`config.mk`:
```
export PLATFORM = sky130hd
export DESIGN_NAME = wsg_regs
export DESIGN_NICKNAME = d
export VERILOG_FILES = /design/src/logic/wsg_pkg.sv /design/src/logic/wsg_sync.sv /design/src/logic/wsg_regs.sv
export SDC_FILE = /design/constraint.sdc
export NUM_CORES = 1
export LEC_CHECK = 0
export ABC_AREA = 1
export BUFFER_PORTS_ARGS = -buffer_cell sky130_fd_sc_hd__buf_2
export CORE_ASPECT_RATIO = 0.75
export CORE_MARGIN = 2
export CORE_UTILIZATION = 27
export CTS_CLUSTER_SIZE = 8
export DETAILED_ROUTE_END_ITERATION = 8
export GPL_TIMING_DRIVEN = 0
export PLACE_DENSITY = 0.54
export SETUP_SLACK_MARGIN = 0.5
export SYNTH_ARGS = -nofsm -noshare
export SYNTH_HDL_FRONTEND = slang
export SYNTH_SLANG_ARGS = --single-unit
```
`constraint.sdc`:
```
create_clock -name clock -period 2.1 [get_ports clock]
set_input_delay 0.21 -clock clock [delete_from_list [all_inputs] [get_ports clock]]
set_output_delay 0.21 -clock clock [all_outputs]
set_load 0.01 [all_outputs]
```
`src/logic/wsg_pkg.sv`:
```
// Constants for the wake, management interrupt and pin data register slice
// Operation
// - Enabled source with status set and global enable drives wake request.
// - Disabled wake source still records status but never drives wake request.
// - Wake enable register 3 at 07, bit n enables port 3 pin n.
// - Wake enable register 3 clears only on standby power-on reset.
// - Status register 1 at 08 holds port 1 pins; write one clears.
// - Status register 2 bits 3:0 ignore writes, follow their sources.
// - Status register 2 bits 5:4 hold port 2 pins 4,3; write one clears.
// - Parallel interrupt bit reads one while port inactive or under reset.
// - Active parallel port makes bit 0 track printer acknowledge level.
// - Enable register 1 at 0A gates port 1 status onto group interrupt.
// - Enable register 2 bits 5:0 gate status register 2 sources.
// - Enable register 2 bit 6 routes group interrupt to serial slot 2.
// - Enable register 2 bit 7 routes group interrupt to its pin.
// - Pin data registers 0C..0F, port 2 five bits, read/write, reset zero.
// - Reserved bits read back as zero.
// - Wake status bit sets on source event regardless of any enable.
package wsg_pkg;

  // ==========================================================================
  // Register offsets
  localparam logic [7:0] OffWakeStatus3  = 8'h04;
  localparam logic [7:0] OffWakeEnable3  = 8'h07;
  localparam logic [7:0] OffMgmtStatus1  = 8'h08;
  localparam logic [7:0] OffMgmtStatus2  = 8'h09;
  localparam logic [7:0] OffMgmtEnable1  = 8'h0A;
  localparam logic [7:0] OffMgmtEnable2  = 8'h0B;
  localparam logic [7:0] OffPinData1     = 8'h0C;
  localparam logic [7:0] OffPinData2     = 8'h0D;
  localparam logic [7:0] OffPinData3     = 8'h0E;
  localparam logic [7:0] OffPinData4     = 8'h0F;
  localparam logic [7:0] OffEventStatus  = 8'h10;
  localparam logic [7:0] OffEventMask    = 8'h11;

  // ==========================================================================
  // Reset values
  localparam logic [7:0] RstByte         = 8'h00;
  localparam logic [7:0] RstMgmtStatus2  = 8'h01;
  localparam logic [1:0] RstEvent        = 2'h0;

  // ==========================================================================
  // Field positions
  localparam int BitParallel     = 0;
  localparam int BitPort2Pin3    = 4;
  localparam int BitPort2Pin4    = 5;
  localparam int BitSerialRoute  = 6;
  localparam int BitPinRoute     = 7;
  localparam int Port2Width      = 5;
  localparam int Status2Width    = 6;
  localparam int EvtWake         = 0;
  localparam int EvtGroup        = 1;
  localparam int EventWidth      = 2;

endpackage : wsg_pkg

```
`src/logic/wsg_sync.sv`:
```
// Two flip-flop synchroniser for a group of pin inputs
`timescale 1ns/10ps
module wsg_sync #(
  parameter int Width = 8
) (
  input  wire logic             clock,
  input  wire logic             reset,
  input  wire logic [Width-1:0] asyncIn,
  output logic      [Width-1:0] syncOut
);

  logic [Width-1:0] stage1_r;

  // ==========================================================================
  // First stage feeds only the second stage; no reset, so the pair keeps
  // tracking the pins and the level at release is already settled
  always_ff @(posedge clock) begin
    stage1_r <= asyncIn;
    syncOut  <= stage1_r;
  end

endmodule : wsg_sync

```
`src/logic/wsg_regs.sv`:
```
// Wake, management interrupt and pin data register slice
//
// Local design decision: the strobed register port.
`timescale 1ns/10ps
module wsg_regs (
  input  wire logic       clock,
  input  wire logic       reset,
  input  wire logic [7:0] address,
  input  wire logic [7:0] writeData,
  input  wire logic       writeStrobe,
  input  wire logic       readStrobe,
  output logic      [7:0] readData,
  input  wire logic [7:0] port1Pins,
  input  wire logic [4:0] port2Pins,
  input  wire logic [7:0] port3Pins,
  input  wire logic       printerAcknowledgeIn,
  input  wire logic       hardResetIn,
  input  wire logic       parallelPortActive,
  input  wire logic       secondSerialIntStatus,
  input  wire logic       firstSerialIntStatus,
  input  wire logic       floppyIntStatus,
  input  wire logic       globalWakeEnable,
  output logic            wakeRequestOutN,
  output logic            groupMgmtInterrupt,
  output logic            mgmtInterruptPinN,
  output logic            serialIrqSlot2,
  output logic      [7:0] pinDataPort1,
  output logic      [4:0] pinDataPort2,
  output logic      [7:0] pinDataPort3,
  output logic      [7:0] pinDataPort4,
  output logic            irq
);

  // ==========================================================================
  // Declarations
  logic [7:0] port1Sync;
  logic [4:0] port2Sync;
  logic [7:0] port3Sync;
  logic [1:0] miscSync;
  logic       ackSync;
  logic       hardResetSync;
  logic [7:0] port1Prev_r;
  logic [4:0] port2Prev_r;
  logic [7:0] port3Prev_r;
  logic [7:0] port1Rise;
  logic [7:0] port3Rise;
  logic       pin3Rise;
  logic       pin4Rise;
  logic [7:0] wakeStatus3_r;
  logic [7:0] wakeEnable3_r;
  logic [7:0] mgmtStatus1_r;
  logic [5:4] mgmtStatus2Hi_r;
  logic       parallelInt_r;
  logic [7:0] mgmtEnable1_r;
  logic [7:0] mgmtEnable2_r;
  logic [1:0] eventStatus_r;
  logic [1:0] eventMask_r;
  logic [5:0] mgmtStatus2;
  logic       groupNxt;
  logic       wakeNxt;
  logic       wakeActive_r;
  logic       readSel;
  logic       wrHit;
  logic [7:0] readNxt;

  // ==========================================================================
  // Pin synchronisers
  wsg_sync #(.Width(8)) syncPort1 (
    .clock   (clock),
    .reset   (reset),
    .asyncIn (port1Pins),
    .syncOut (port1Sync)
  );

  wsg_sync #(.Width(5)) syncPort2 (
    .clock   (clock),
    .reset   (reset),
    .asyncIn (port2Pins),
    .syncOut (port2Sync)
  );

  wsg_sync #(.Width(8)) syncPort3 (
    .clock   (clock),
    .reset   (reset),
    .asyncIn (port3Pins),
    .syncOut (port3Sync)
  );

  wsg_sync #(.Width(2)) syncMisc (
    .clock   (clock),
    .reset   (reset),
    .asyncIn ({hardResetIn, printerAcknowledgeIn}),
    .syncOut (miscSync)
  );

  assign ackSync       = miscSync[0];
  assign hardResetSync = miscSync[1];

  // ==========================================================================
  // Edge detection on synchronised pins
  // The previous values follow the pins through reset as well, so a pin
  // held high across reset gives no false rising edge on release
  always_ff @(posedge clock) begin
    port1Prev_r <= port1Sync;
    port2Prev_r <= port2Sync;
    port3Prev_r <= port3Sync;
  end

  assign port1Rise = port1Sync & ~port1Prev_r;
  assign port3Rise = port3Sync & ~port3Prev_r;
  assign pin3Rise  = port2Sync[3] & ~port2Prev_r[3];
  assign pin4Rise  = port2Sync[4] & ~port2Prev_r[4];

  // Writes take effect at once; the bus never waits
  assign wrHit = writeStrobe;

  // ==========================================================================
  // Wake status 3: sticky, write one clears, set wins
  genvar gi;
  generate
    for (gi = 0; gi < 8; gi++) begin : genWake
      always_ff @(posedge clock) begin
        if (reset) begin
          wakeStatus3_r[gi] <= wsg_pkg::RstByte[gi];
        end else if (port3Rise[gi]) begin
          wakeStatus3_r[gi] <= 1'b1;
        end else if (wrHit && address == wsg_pkg::OffWakeStatus3
                     && writeData[gi]) begin
          wakeStatus3_r[gi] <= 1'b0;
        end
      end

      always_ff @(posedge clock) begin
        if (reset) begin
          mgmtStatus1_r[gi] <= wsg_pkg::RstByte[gi];
        end else if (port1Rise[gi]) begin
          mgmtStatus1_r[gi] <= 1'b1;
        end else if (wrHit && address == wsg_pkg::OffMgmtStatus1
                     && writeData[gi]) begin
          mgmtStatus1_r[gi] <= 1'b0;
        end
      end
    end
  endgenerate

  // ==========================================================================
  // Wake enable 3, cleared only by the standby reset
  // Hard reset and soft reset leave it alone; only the reset port clears it
  always_ff @(posedge clock) begin
    if (reset) begin
      wakeEnable3_r <= wsg_pkg::RstByte;
    end else if (wrHit && address == wsg_pkg::OffWakeEnable3) begin
      wakeEnable3_r <= writeData;
    end
  end

  // ==========================================================================
  // Status 2 upper bits: port 2 pins 3 and 4, write one clears
  // Bit 4 follows port 2 pin 3 and bit 5 port 2 pin 4; set wins
  always_ff @(posedge clock) begin
    if (reset) begin
      mgmtStatus2Hi_r[4] <= wsg_pkg::RstMgmtStatus2[4];
    end else if (pin3Rise) begin
      mgmtStatus2Hi_r[4] <= 1'b1;
    end else if (wrHit && address == wsg_pkg::OffMgmtStatus2
                 && writeData[wsg_pkg::BitPort2Pin3]) begin
      mgmtStatus2Hi_r[4] <= 1'b0;
    end
  end

  always_ff @(posedge clock) begin
    if (reset) begin
      mgmtStatus2Hi_r[5] <= wsg_pkg::RstMgmtStatus2[5];
    end else if (pin4Rise) begin
      mgmtStatus2Hi_r[5] <= 1'b1;
    end else if (wrHit && address == wsg_pkg::OffMgmtStatus2
                 && writeData[wsg_pkg::BitPort2Pin4]) begin
      mgmtStatus2Hi_r[5] <= 1'b0;
    end
  end

  // ==========================================================================
  // Parallel interrupt status
  // Hard reset and an idle port both force the bit high; otherwise it
  // follows the synchronised acknowledge level
  always_ff @(posedge clock) begin
    if (reset) begin
      parallelInt_r <= wsg_pkg::RstMgmtStatus2[wsg_pkg::BitParallel];
    end else if (hardResetSync || !parallelPortActive) begin
      parallelInt_r <= 1'b1;
    end else begin
      parallelInt_r <= ackSync;
    end
  end

  // Low source bits follow their sources; writes do not touch them
  assign mgmtStatus2 = {mgmtStatus2Hi_r, floppyIntStatus,
                        firstSerialIntStatus, secondSerialIntStatus,
                        parallelInt_r};

  // ==========================================================================
  // Enable registers
  always_ff @(posedge clock) begin
    if (reset) begin
      mgmtEnable1_r <= wsg_pkg::RstByte;
    end else if (wrHit && address == wsg_pkg::OffMgmtEnable1) begin
      mgmtEnable1_r <= writeData;
    end
  end

  always_ff @(posedge clock) begin
    if (reset) begin
      mgmtEnable2_r <= wsg_pkg::RstByte;
    end else if (wrHit && address == wsg_pkg::OffMgmtEnable2) begin
      mgmtEnable2_r <= writeData;
    end
  end

  // ==========================================================================
  // Group interrupt and wake request
  // Route outputs are registered beside the group flag, in the same cycle
  assign groupNxt = |(mgmtStatus1_r & mgmtEnable1_r)
                  | |(mgmtStatus2
                      & mgmtEnable2_r[wsg_pkg::Status2Width-1:0]);
  assign wakeNxt  = globalWakeEnable
                  & |(wakeStatus3_r & wakeEnable3_r);

  always_ff @(posedge clock) begin
    if (reset) begin
      groupMgmtInterrupt <= 1'b0;
      mgmtInterruptPinN  <= 1'b1;
      serialIrqSlot2     <= 1'b0;
    end else begin
      groupMgmtInterrupt <= groupNxt;
      mgmtInterruptPinN  <=
        ~(groupNxt & mgmtEnable2_r[wsg_pkg::BitPinRoute]);
      serialIrqSlot2     <=
        groupNxt & mgmtEnable2_r[wsg_pkg::BitSerialRoute];
    end
  end

  always_ff @(posedge clock) begin
    if (reset) begin
      wakeActive_r    <= 1'b0;
      wakeRequestOutN <= 1'b1;
    end else begin
      wakeActive_r    <= wakeNxt;
      wakeRequestOutN <= ~wakeNxt;
    end
  end

  // ==========================================================================
  // Pin data registers
  // Port 2 keeps only its five implemented bits
  always_ff @(posedge clock) begin
    if (reset) begin
      pinDataPort1 <= wsg_pkg::RstByte;
      pinDataPort2 <= wsg_pkg::RstByte[wsg_pkg::Port2Width-1:0];
      pinDataPort3 <= wsg_pkg::RstByte;
      pinDataPort4 <= wsg_pkg::RstByte;
    end else if (wrHit) begin
      case (address)
        wsg_pkg::OffPinData1: begin
          pinDataPort1 <= writeData;
        end
        wsg_pkg::OffPinData2: begin
          pinDataPort2 <= writeData[wsg_pkg::Port2Width-1:0];
        end
        wsg_pkg::OffPinData3: begin
          pinDataPort3 <= writeData;
        end
        wsg_pkg::OffPinData4: begin
          pinDataPort4 <= writeData;
        end
        default: begin
        end
      endcase
    end
  end

  // ==========================================================================
  // Event status, read clears, set wins
  // An edge of wake or group in the cycle of a read is kept, not lost
  assign readSel = readStrobe && address == wsg_pkg::OffEventStatus;

  always_ff @(posedge clock) begin
    if (reset) begin
      eventStatus_r <= wsg_pkg::RstEvent;
    end else begin
      eventStatus_r[wsg_pkg::EvtWake]  <= (wakeNxt & ~wakeActive_r)
        | (eventStatus_r[wsg_pkg::EvtWake] & ~readSel);
      eventStatus_r[wsg_pkg::EvtGroup] <= (groupNxt & ~groupMgmtInterrupt)
        | (eventStatus_r[wsg_pkg::EvtGroup] & ~readSel);
    end
  end

  always_ff @(posedge clock) begin
    if (reset) begin
      eventMask_r <= wsg_pkg::RstEvent;
    end else if (wrHit && address == wsg_pkg::OffEventMask) begin
      eventMask_r <= writeData[wsg_pkg::EventWidth-1:0];
    end
  end

  always_ff @(posedge clock) begin
    if (reset) begin
      irq <= 1'b0;
    end else begin
      irq <= |(eventStatus_r & eventMask_r);
    end
  end

  // ==========================================================================
  // Read mux, reserved bits zero
  always_comb begin
    readNxt = 8'h00;
    case (address)
      wsg_pkg::OffWakeStatus3: readNxt = wakeStatus3_r;
      wsg_pkg::OffWakeEnable3: readNxt = wakeEnable3_r;
      wsg_pkg::OffMgmtStatus1: readNxt = mgmtStatus1_r;
      wsg_pkg::OffMgmtStatus2: readNxt = {2'h0, mgmtStatus2};
      wsg_pkg::OffMgmtEnable1: readNxt = mgmtEnable1_r;
      wsg_pkg::OffMgmtEnable2: readNxt = mgmtEnable2_r;
      wsg_pkg::OffPinData1:    readNxt = pinDataPort1;
      wsg_pkg::OffPinData2:    readNxt = {3'h0, pinDataPort2};
      wsg_pkg::OffPinData3:    readNxt = pinDataPort3;
      wsg_pkg::OffPinData4:    readNxt = pinDataPort4;
      wsg_pkg::OffEventStatus: readNxt = {6'h00, eventStatus_r};
      wsg_pkg::OffEventMask:   readNxt = {6'h00, eventMask_r};
      default:                 readNxt = 8'h00;
    endcase
  end

  // Read data stand one cycle after the strobe, zero otherwise
  always_ff @(posedge clock) begin
    if (reset) begin
      readData <= 8'h00;
    end else if (readStrobe) begin
      readData <= readNxt;
    end else begin
      readData <= 8'h00;
    end
  end

endmodule : wsg_regs

```
==> impl_metrics.ini, run 1 <==
[cts]
h-tree-depth = 4
cts_buffer_depth = 2
cts_num_sinks = 148
clkSlewWorstSetupHoldPaths_ps = 60
cts_buffers = 17
cts_root_buf = clkbuf_16
worst_skew_pair.late_latency_ps = 420
cts_setup_buffers = 0
ctsResizeCount = 0
cts_tree = built

[worst_setup_path]
crit_required_ps = 2430
end_kind = register
start_kind = input pin
critPathKind = in2reg
path_max_fanout = 10
worstPathArrival_ps = 1640

[cells_and_area]
final_util_pct = 35.7
final_cell_mix = dfxtp_1 (148), buf_2 (99), nand2_1 (97)
area_delta_synth_final_pct = 28.1
layout.cells.non_filler = 1053
final_area_um2 = 6970
layout.nets = 836
layout-drive-gt1-share_pct = 20.8
diodes = 0
mostFrequentLayoutCell = dfxtp_1
fillers = 2055

[detailed_routing]
routed_wl_mm = 15.9
drt-initial-drc-count = 320
ant_nets = 0
vias = 4748
first_pass_iters = 5
wl_per_cell_um = 15.1
drc = 0
viasPerCell = 4.51

[run_status]
status = completed

[sta]
setup_viol = 0
slew_headroom_pct = 52.3
worst_slew_pin_slew_ps = 716
final_hold_viol_count = 0
holdWs_ps = 138
setup_tns_ps = 0
skew_ps = 8.05
slew_violations = 0
final.period_utilization_pct = 62.3
period_minus_slack_ps = 1310
post-route-worst-setup-slack_ps = 792
grt_setup_unrepaired = false
max_freq_mhz = 765

[placement]
gp_congestion = 0.879
dp_hpwl_mm = 12.0
io_buffers = 86
place_inst = 1001
place_ws_ps = 408
place_area_um2 = 6180

[pwr]
p_per_area_nw_per_um2 = 892
ir_worst_vdd_mv = 0.402
p_leak_nw = 3.11
p_total_mw = 6.22

[synth]
yosys_warnings = 0
synthCells = 662
syn-num-nets = 710
synth.distinct_cells = 26
avgSynthCellArea_um2 = 8.21
syn-cell-area_um2 = 5440
ys_seq_area_share_pct = 54.5
synth_seq_cells = 148

[global_route]
grt_pass1_vias = 4445
antenna_found_initial = 0
grt_pass1_wl_mm = 24.9
grt_max_degree = 17
grtUsageTotal_pct = 15.4
grt_remaining_overflow = 0

[die]
die_h_um = 127
pin_count = 90
initial_core_util_pct = 27.8
rows = 44
die_area_um2 = 21300
die_w_um = 168
coreArea_um2 = 19500

[hold_path]
hold_path.class = in2reg

[run]
maxCapViolations = 0
[critical path, stage by stage]
cell     delay [ps]
buf_2            90
inv_1            50
nand2_2          90
nor2_8          210
buf_6           210
nand2_1         160
o21ai_0         280
nor2_1           90
a21oi_1         230
[cells in the mapped netlist, drive strengths merged]
cell	number	area [µm²]
nand2	105	419
a21oi	77	393
dfxtp	148	2960
a22o	2	17.5
nand3	84	450
o211ai	1	7.51
o22ai	1	6.26
o21ai	81	409
nand3b	2	15.0
clkbuf	6	22.5
and2	3	23.8
inv	95	357
buf	16	98.8
nor2	41	255
[where the power goes]
group / switching, mW / internal, mW / total, mW
clock: 1.22 / 1.78 / 2.99
sequential: 0.0396 / 2.89 / 2.93
combinational: 0.184 / 0.107 / 0.291
total: 1.44 / 4.78 / 6.22
[cell type report]
cell class	instances	area (µm²)	area share [%]
sequential	148	2960	42.5
clock inverter	12	130	1.87
multi-input combinational	397	2000	28.7
timing repair buffer	107	641	9.19
tap	253	317	4.54
buffer	22	121	1.74
inverter	95	357	5.12
clock buffer	19	443	6.36
[timing repair]
item,in CTS,in global routing
hold buffers,21,0
endpoints found under the hold margin,21,0
setup endpoints to repair,0,0
[layer usage]
layer  GRT usage (%)  wire, µm  part of all wire [%]
met2            21.2      6410                    40
met5               0         0                     0
met3            4.21      1160                   7.2
met1            22.8      8180                    51
met4            5.37       199                   1.2
[path summary, 6_finish.rpt]
path,startpoint,endpoint,slack (ps),cells past startpoint
worst max-delay path,address[7],readData[5],790,9
worst min-delay path,writeData[7],pinDataPort1[7],140,3
worst max register to register,mgmtStatus1_r[0],eventStatus_r[1],910,5
worst min register to register,syncPort1.stage1_r[1],syncPort1.syncOut[1],320,0
[logic make-up after synthesis]
logic type	share of synthesized area, %
DFF	54.5
AOI/OAI and AO/OA	15.3
and+or+nand+nor	21.4
buffers and inverters	8.79
(Power assumes the default switching activity.)
==> inputs of run 2 (changes only) <==
--- a/config.mk
+++ b/config.mk
@@ -13,7 +13,7 @@
 export CTS_CLUSTER_SIZE = 8
 export DETAILED_ROUTE_END_ITERATION = 8
 export GPL_TIMING_DRIVEN = 0
-export PLACE_DENSITY = 0.54
+export PLACE_DENSITY = 0.56
 export SETUP_SLACK_MARGIN = 0.5
 export SYNTH_ARGS = -nofsm -noshare
 export SYNTH_HDL_FRONTEND = slang
==> constraint.sdc (replaced) <==
create_clock -name clock -period 1.1 [get_ports clock]
set_input_delay 0.11 -clock clock [delete_from_list [all_inputs] [get_ports clock]]
set_output_delay 0.11 -clock clock [all_outputs]
set_load 0.01 [all_outputs]
==> impl_metrics.ini, run 2 (synthesis gave the netlist of run 1 again) <==
[run_status]
status = finished with violations
violations = setup timing

[detailed_routing]
vias = 5193
m1WireLength_mm = 8.22
wl_per_cell_um = 16.3
first_pass_iters = 8
drt-initial-drc-count = 473
highest_layer = met4
drc = 0
routed_wl_mm = 18.3
wl_met3_mm = 1.51
ant_nets = 0
route.met2.wl_mm = 8.23
viasPerCell = 4.63

[die]
die_area_um2 = 21300
pin_count = 90
initial_core_util_pct = 27.8
die_w_um = 168
coreArea_um2 = 19500
die_h_um = 127
rows = 44

[sta]
worst_slew_pin_slew_ps = 649
slew_violations = 0
slew_headroom_pct = 56.6
grt_setup_unrepaired = true
skew_ps = 10.4
holdWs_ps = 36.8
period_minus_slack_ps = 1130
final.period_utilization_pct = 103
setup_tns_ps = -31.7
max_freq_mhz = 884
final_hold_viol_count = 0
post-route-worst-setup-slack_ps = -31.3
setup_viol = 2

[pwr]
p_per_area_nw_per_um2 = 1350
p_total_mw = 12.5
ir_worst_vdd_mv = 1.12
p_leak_nw = 3.88

[worst_setup_path]
worstPathArrival_ps = 1440
path_max_fanout = 3
critPathKind = reg2reg
start_kind = register
timing.rr.start = mgmtEnable1_r[0]
worstRegToRegCells = 5
slowest_stage = dfxtp_2
crit_required_ps = 1410
end_kind = register
critPathMaxStageDelay_ps = 330
worstPathCellList = a22o_1 > nor2_2 > nand3_2 > nand3b_1 > nand2_1
worstReg2RegEnd = eventStatus_r[1]
reg2reg_slack_ps = -30

[cells_and_area]
diodes = 0
fillers = 1819
final_cell_mix = dfxtp_1 (91), inv_1 (84), buf_6 (75)
layout.cells.non_filler = 1121
area_delta_synth_final_pct = 70.0
mostFrequentLayoutCell = dfxtp_1
layout-drive-gt1-share_pct = 55.1
layout.nets = 903
final_util_pct = 47.3
final_area_um2 = 9250

[hold_path]
min_path_cells = 5
hold_path.class = in2reg
min_to = wakeActive_r
hp-start = globalWakeEnable

[cts]
h-tree-depth = 4
clkSlewWorstSetupHoldPaths_ps = 60
cts_num_sinks = 148
cts_root_buf = clkbuf_16
cts_tree = built
cts_buffers = 17
cts_buffer_depth = 2
worst_skew_pair.late_latency_ps = 420

[placement]
io_buffers = 86
place_inst = 1001
dp_hpwl_mm = 11.8
place_ws_ps = -409
place_area_um2 = 6520
gp_congestion = 0.866

[global_route]
grt_pass1_vias = 4971
grt_max_degree = 17
grtUsageTotal_pct = 17.0
grt_pass1_wl_mm = 27.5
antenna_found_initial = 0
grt_remaining_overflow = 0

[run]
maxCapViolations = 0
-- run 2: changes by cell type in the layout (fill, tap and decap cells not counted), sizes merged --
cell and delta:
nand3 +1, clkbuf +1, clkinvlp +2, inv +6, buf +63, clkinv -6, nor2 +1
-- run 2: worst max-delay path, delay by kind of cell (launching register included) --
family / cells / cell delay, ps
and+or+nand+nor: 4 / 450
DFF: 1 / 330
AOI/OAI and AO/OA: 1 / 250
-- run 2: layer usage --
layer | GRT usage (%) | up-vias
met2 | 25.8 | 203
met3 | 4.09 | 23
met5 | 0 | -
met1 | 23.5 | 2408
met4 | 5.88 | 0
li1 | - | 2559
-- run 2: area by class of cell --
cell class / count / area, µm² / area share (%)
Clock inverter: 14 / 163 / 1.76
Timing Repair Buffer: 172 / 1690 / 18.3
Sequential cell: 148 / 3040 / 32.9
Clock buffer: 18 / 439 / 4.75
Inverter: 95 / 435 / 4.71
Tap cell: 253 / 317 / 3.42
Multi-Input combinational cell: 399 / 2940 / 31.8
Buffer: 22 / 219 / 2.37
-- run 2: worst max path at each step --
stage	start	to
finish	mgmtEnable1_r[0]	eventStatus_r[1]
CTS	mgmtStatus1_r[0]	eventStatus_r[1]
detailed placement	address[1]	mgmtStatus1_r[2]
floorplan	address[5]	pinDataPort4[6]
global placement	address[5]	readData[5]
global route	mgmtStatus1_r[3]	eventStatus_r[1]
-- run 2: report_power, final --
group	internal, mW	switching [mW]
logic	0.390	0.539
registers	5.52	0.0891
clock network	3.47	2.46
-- run 2: timing repair --
action,CTS,global route
endpoints found under the setup margin,131,131
setup buffers,47,10
resized for setup,265,122
hold endpoints to repair,22,0
gates cloned,9,1
pin swaps,74,66
hold buffers,21,0
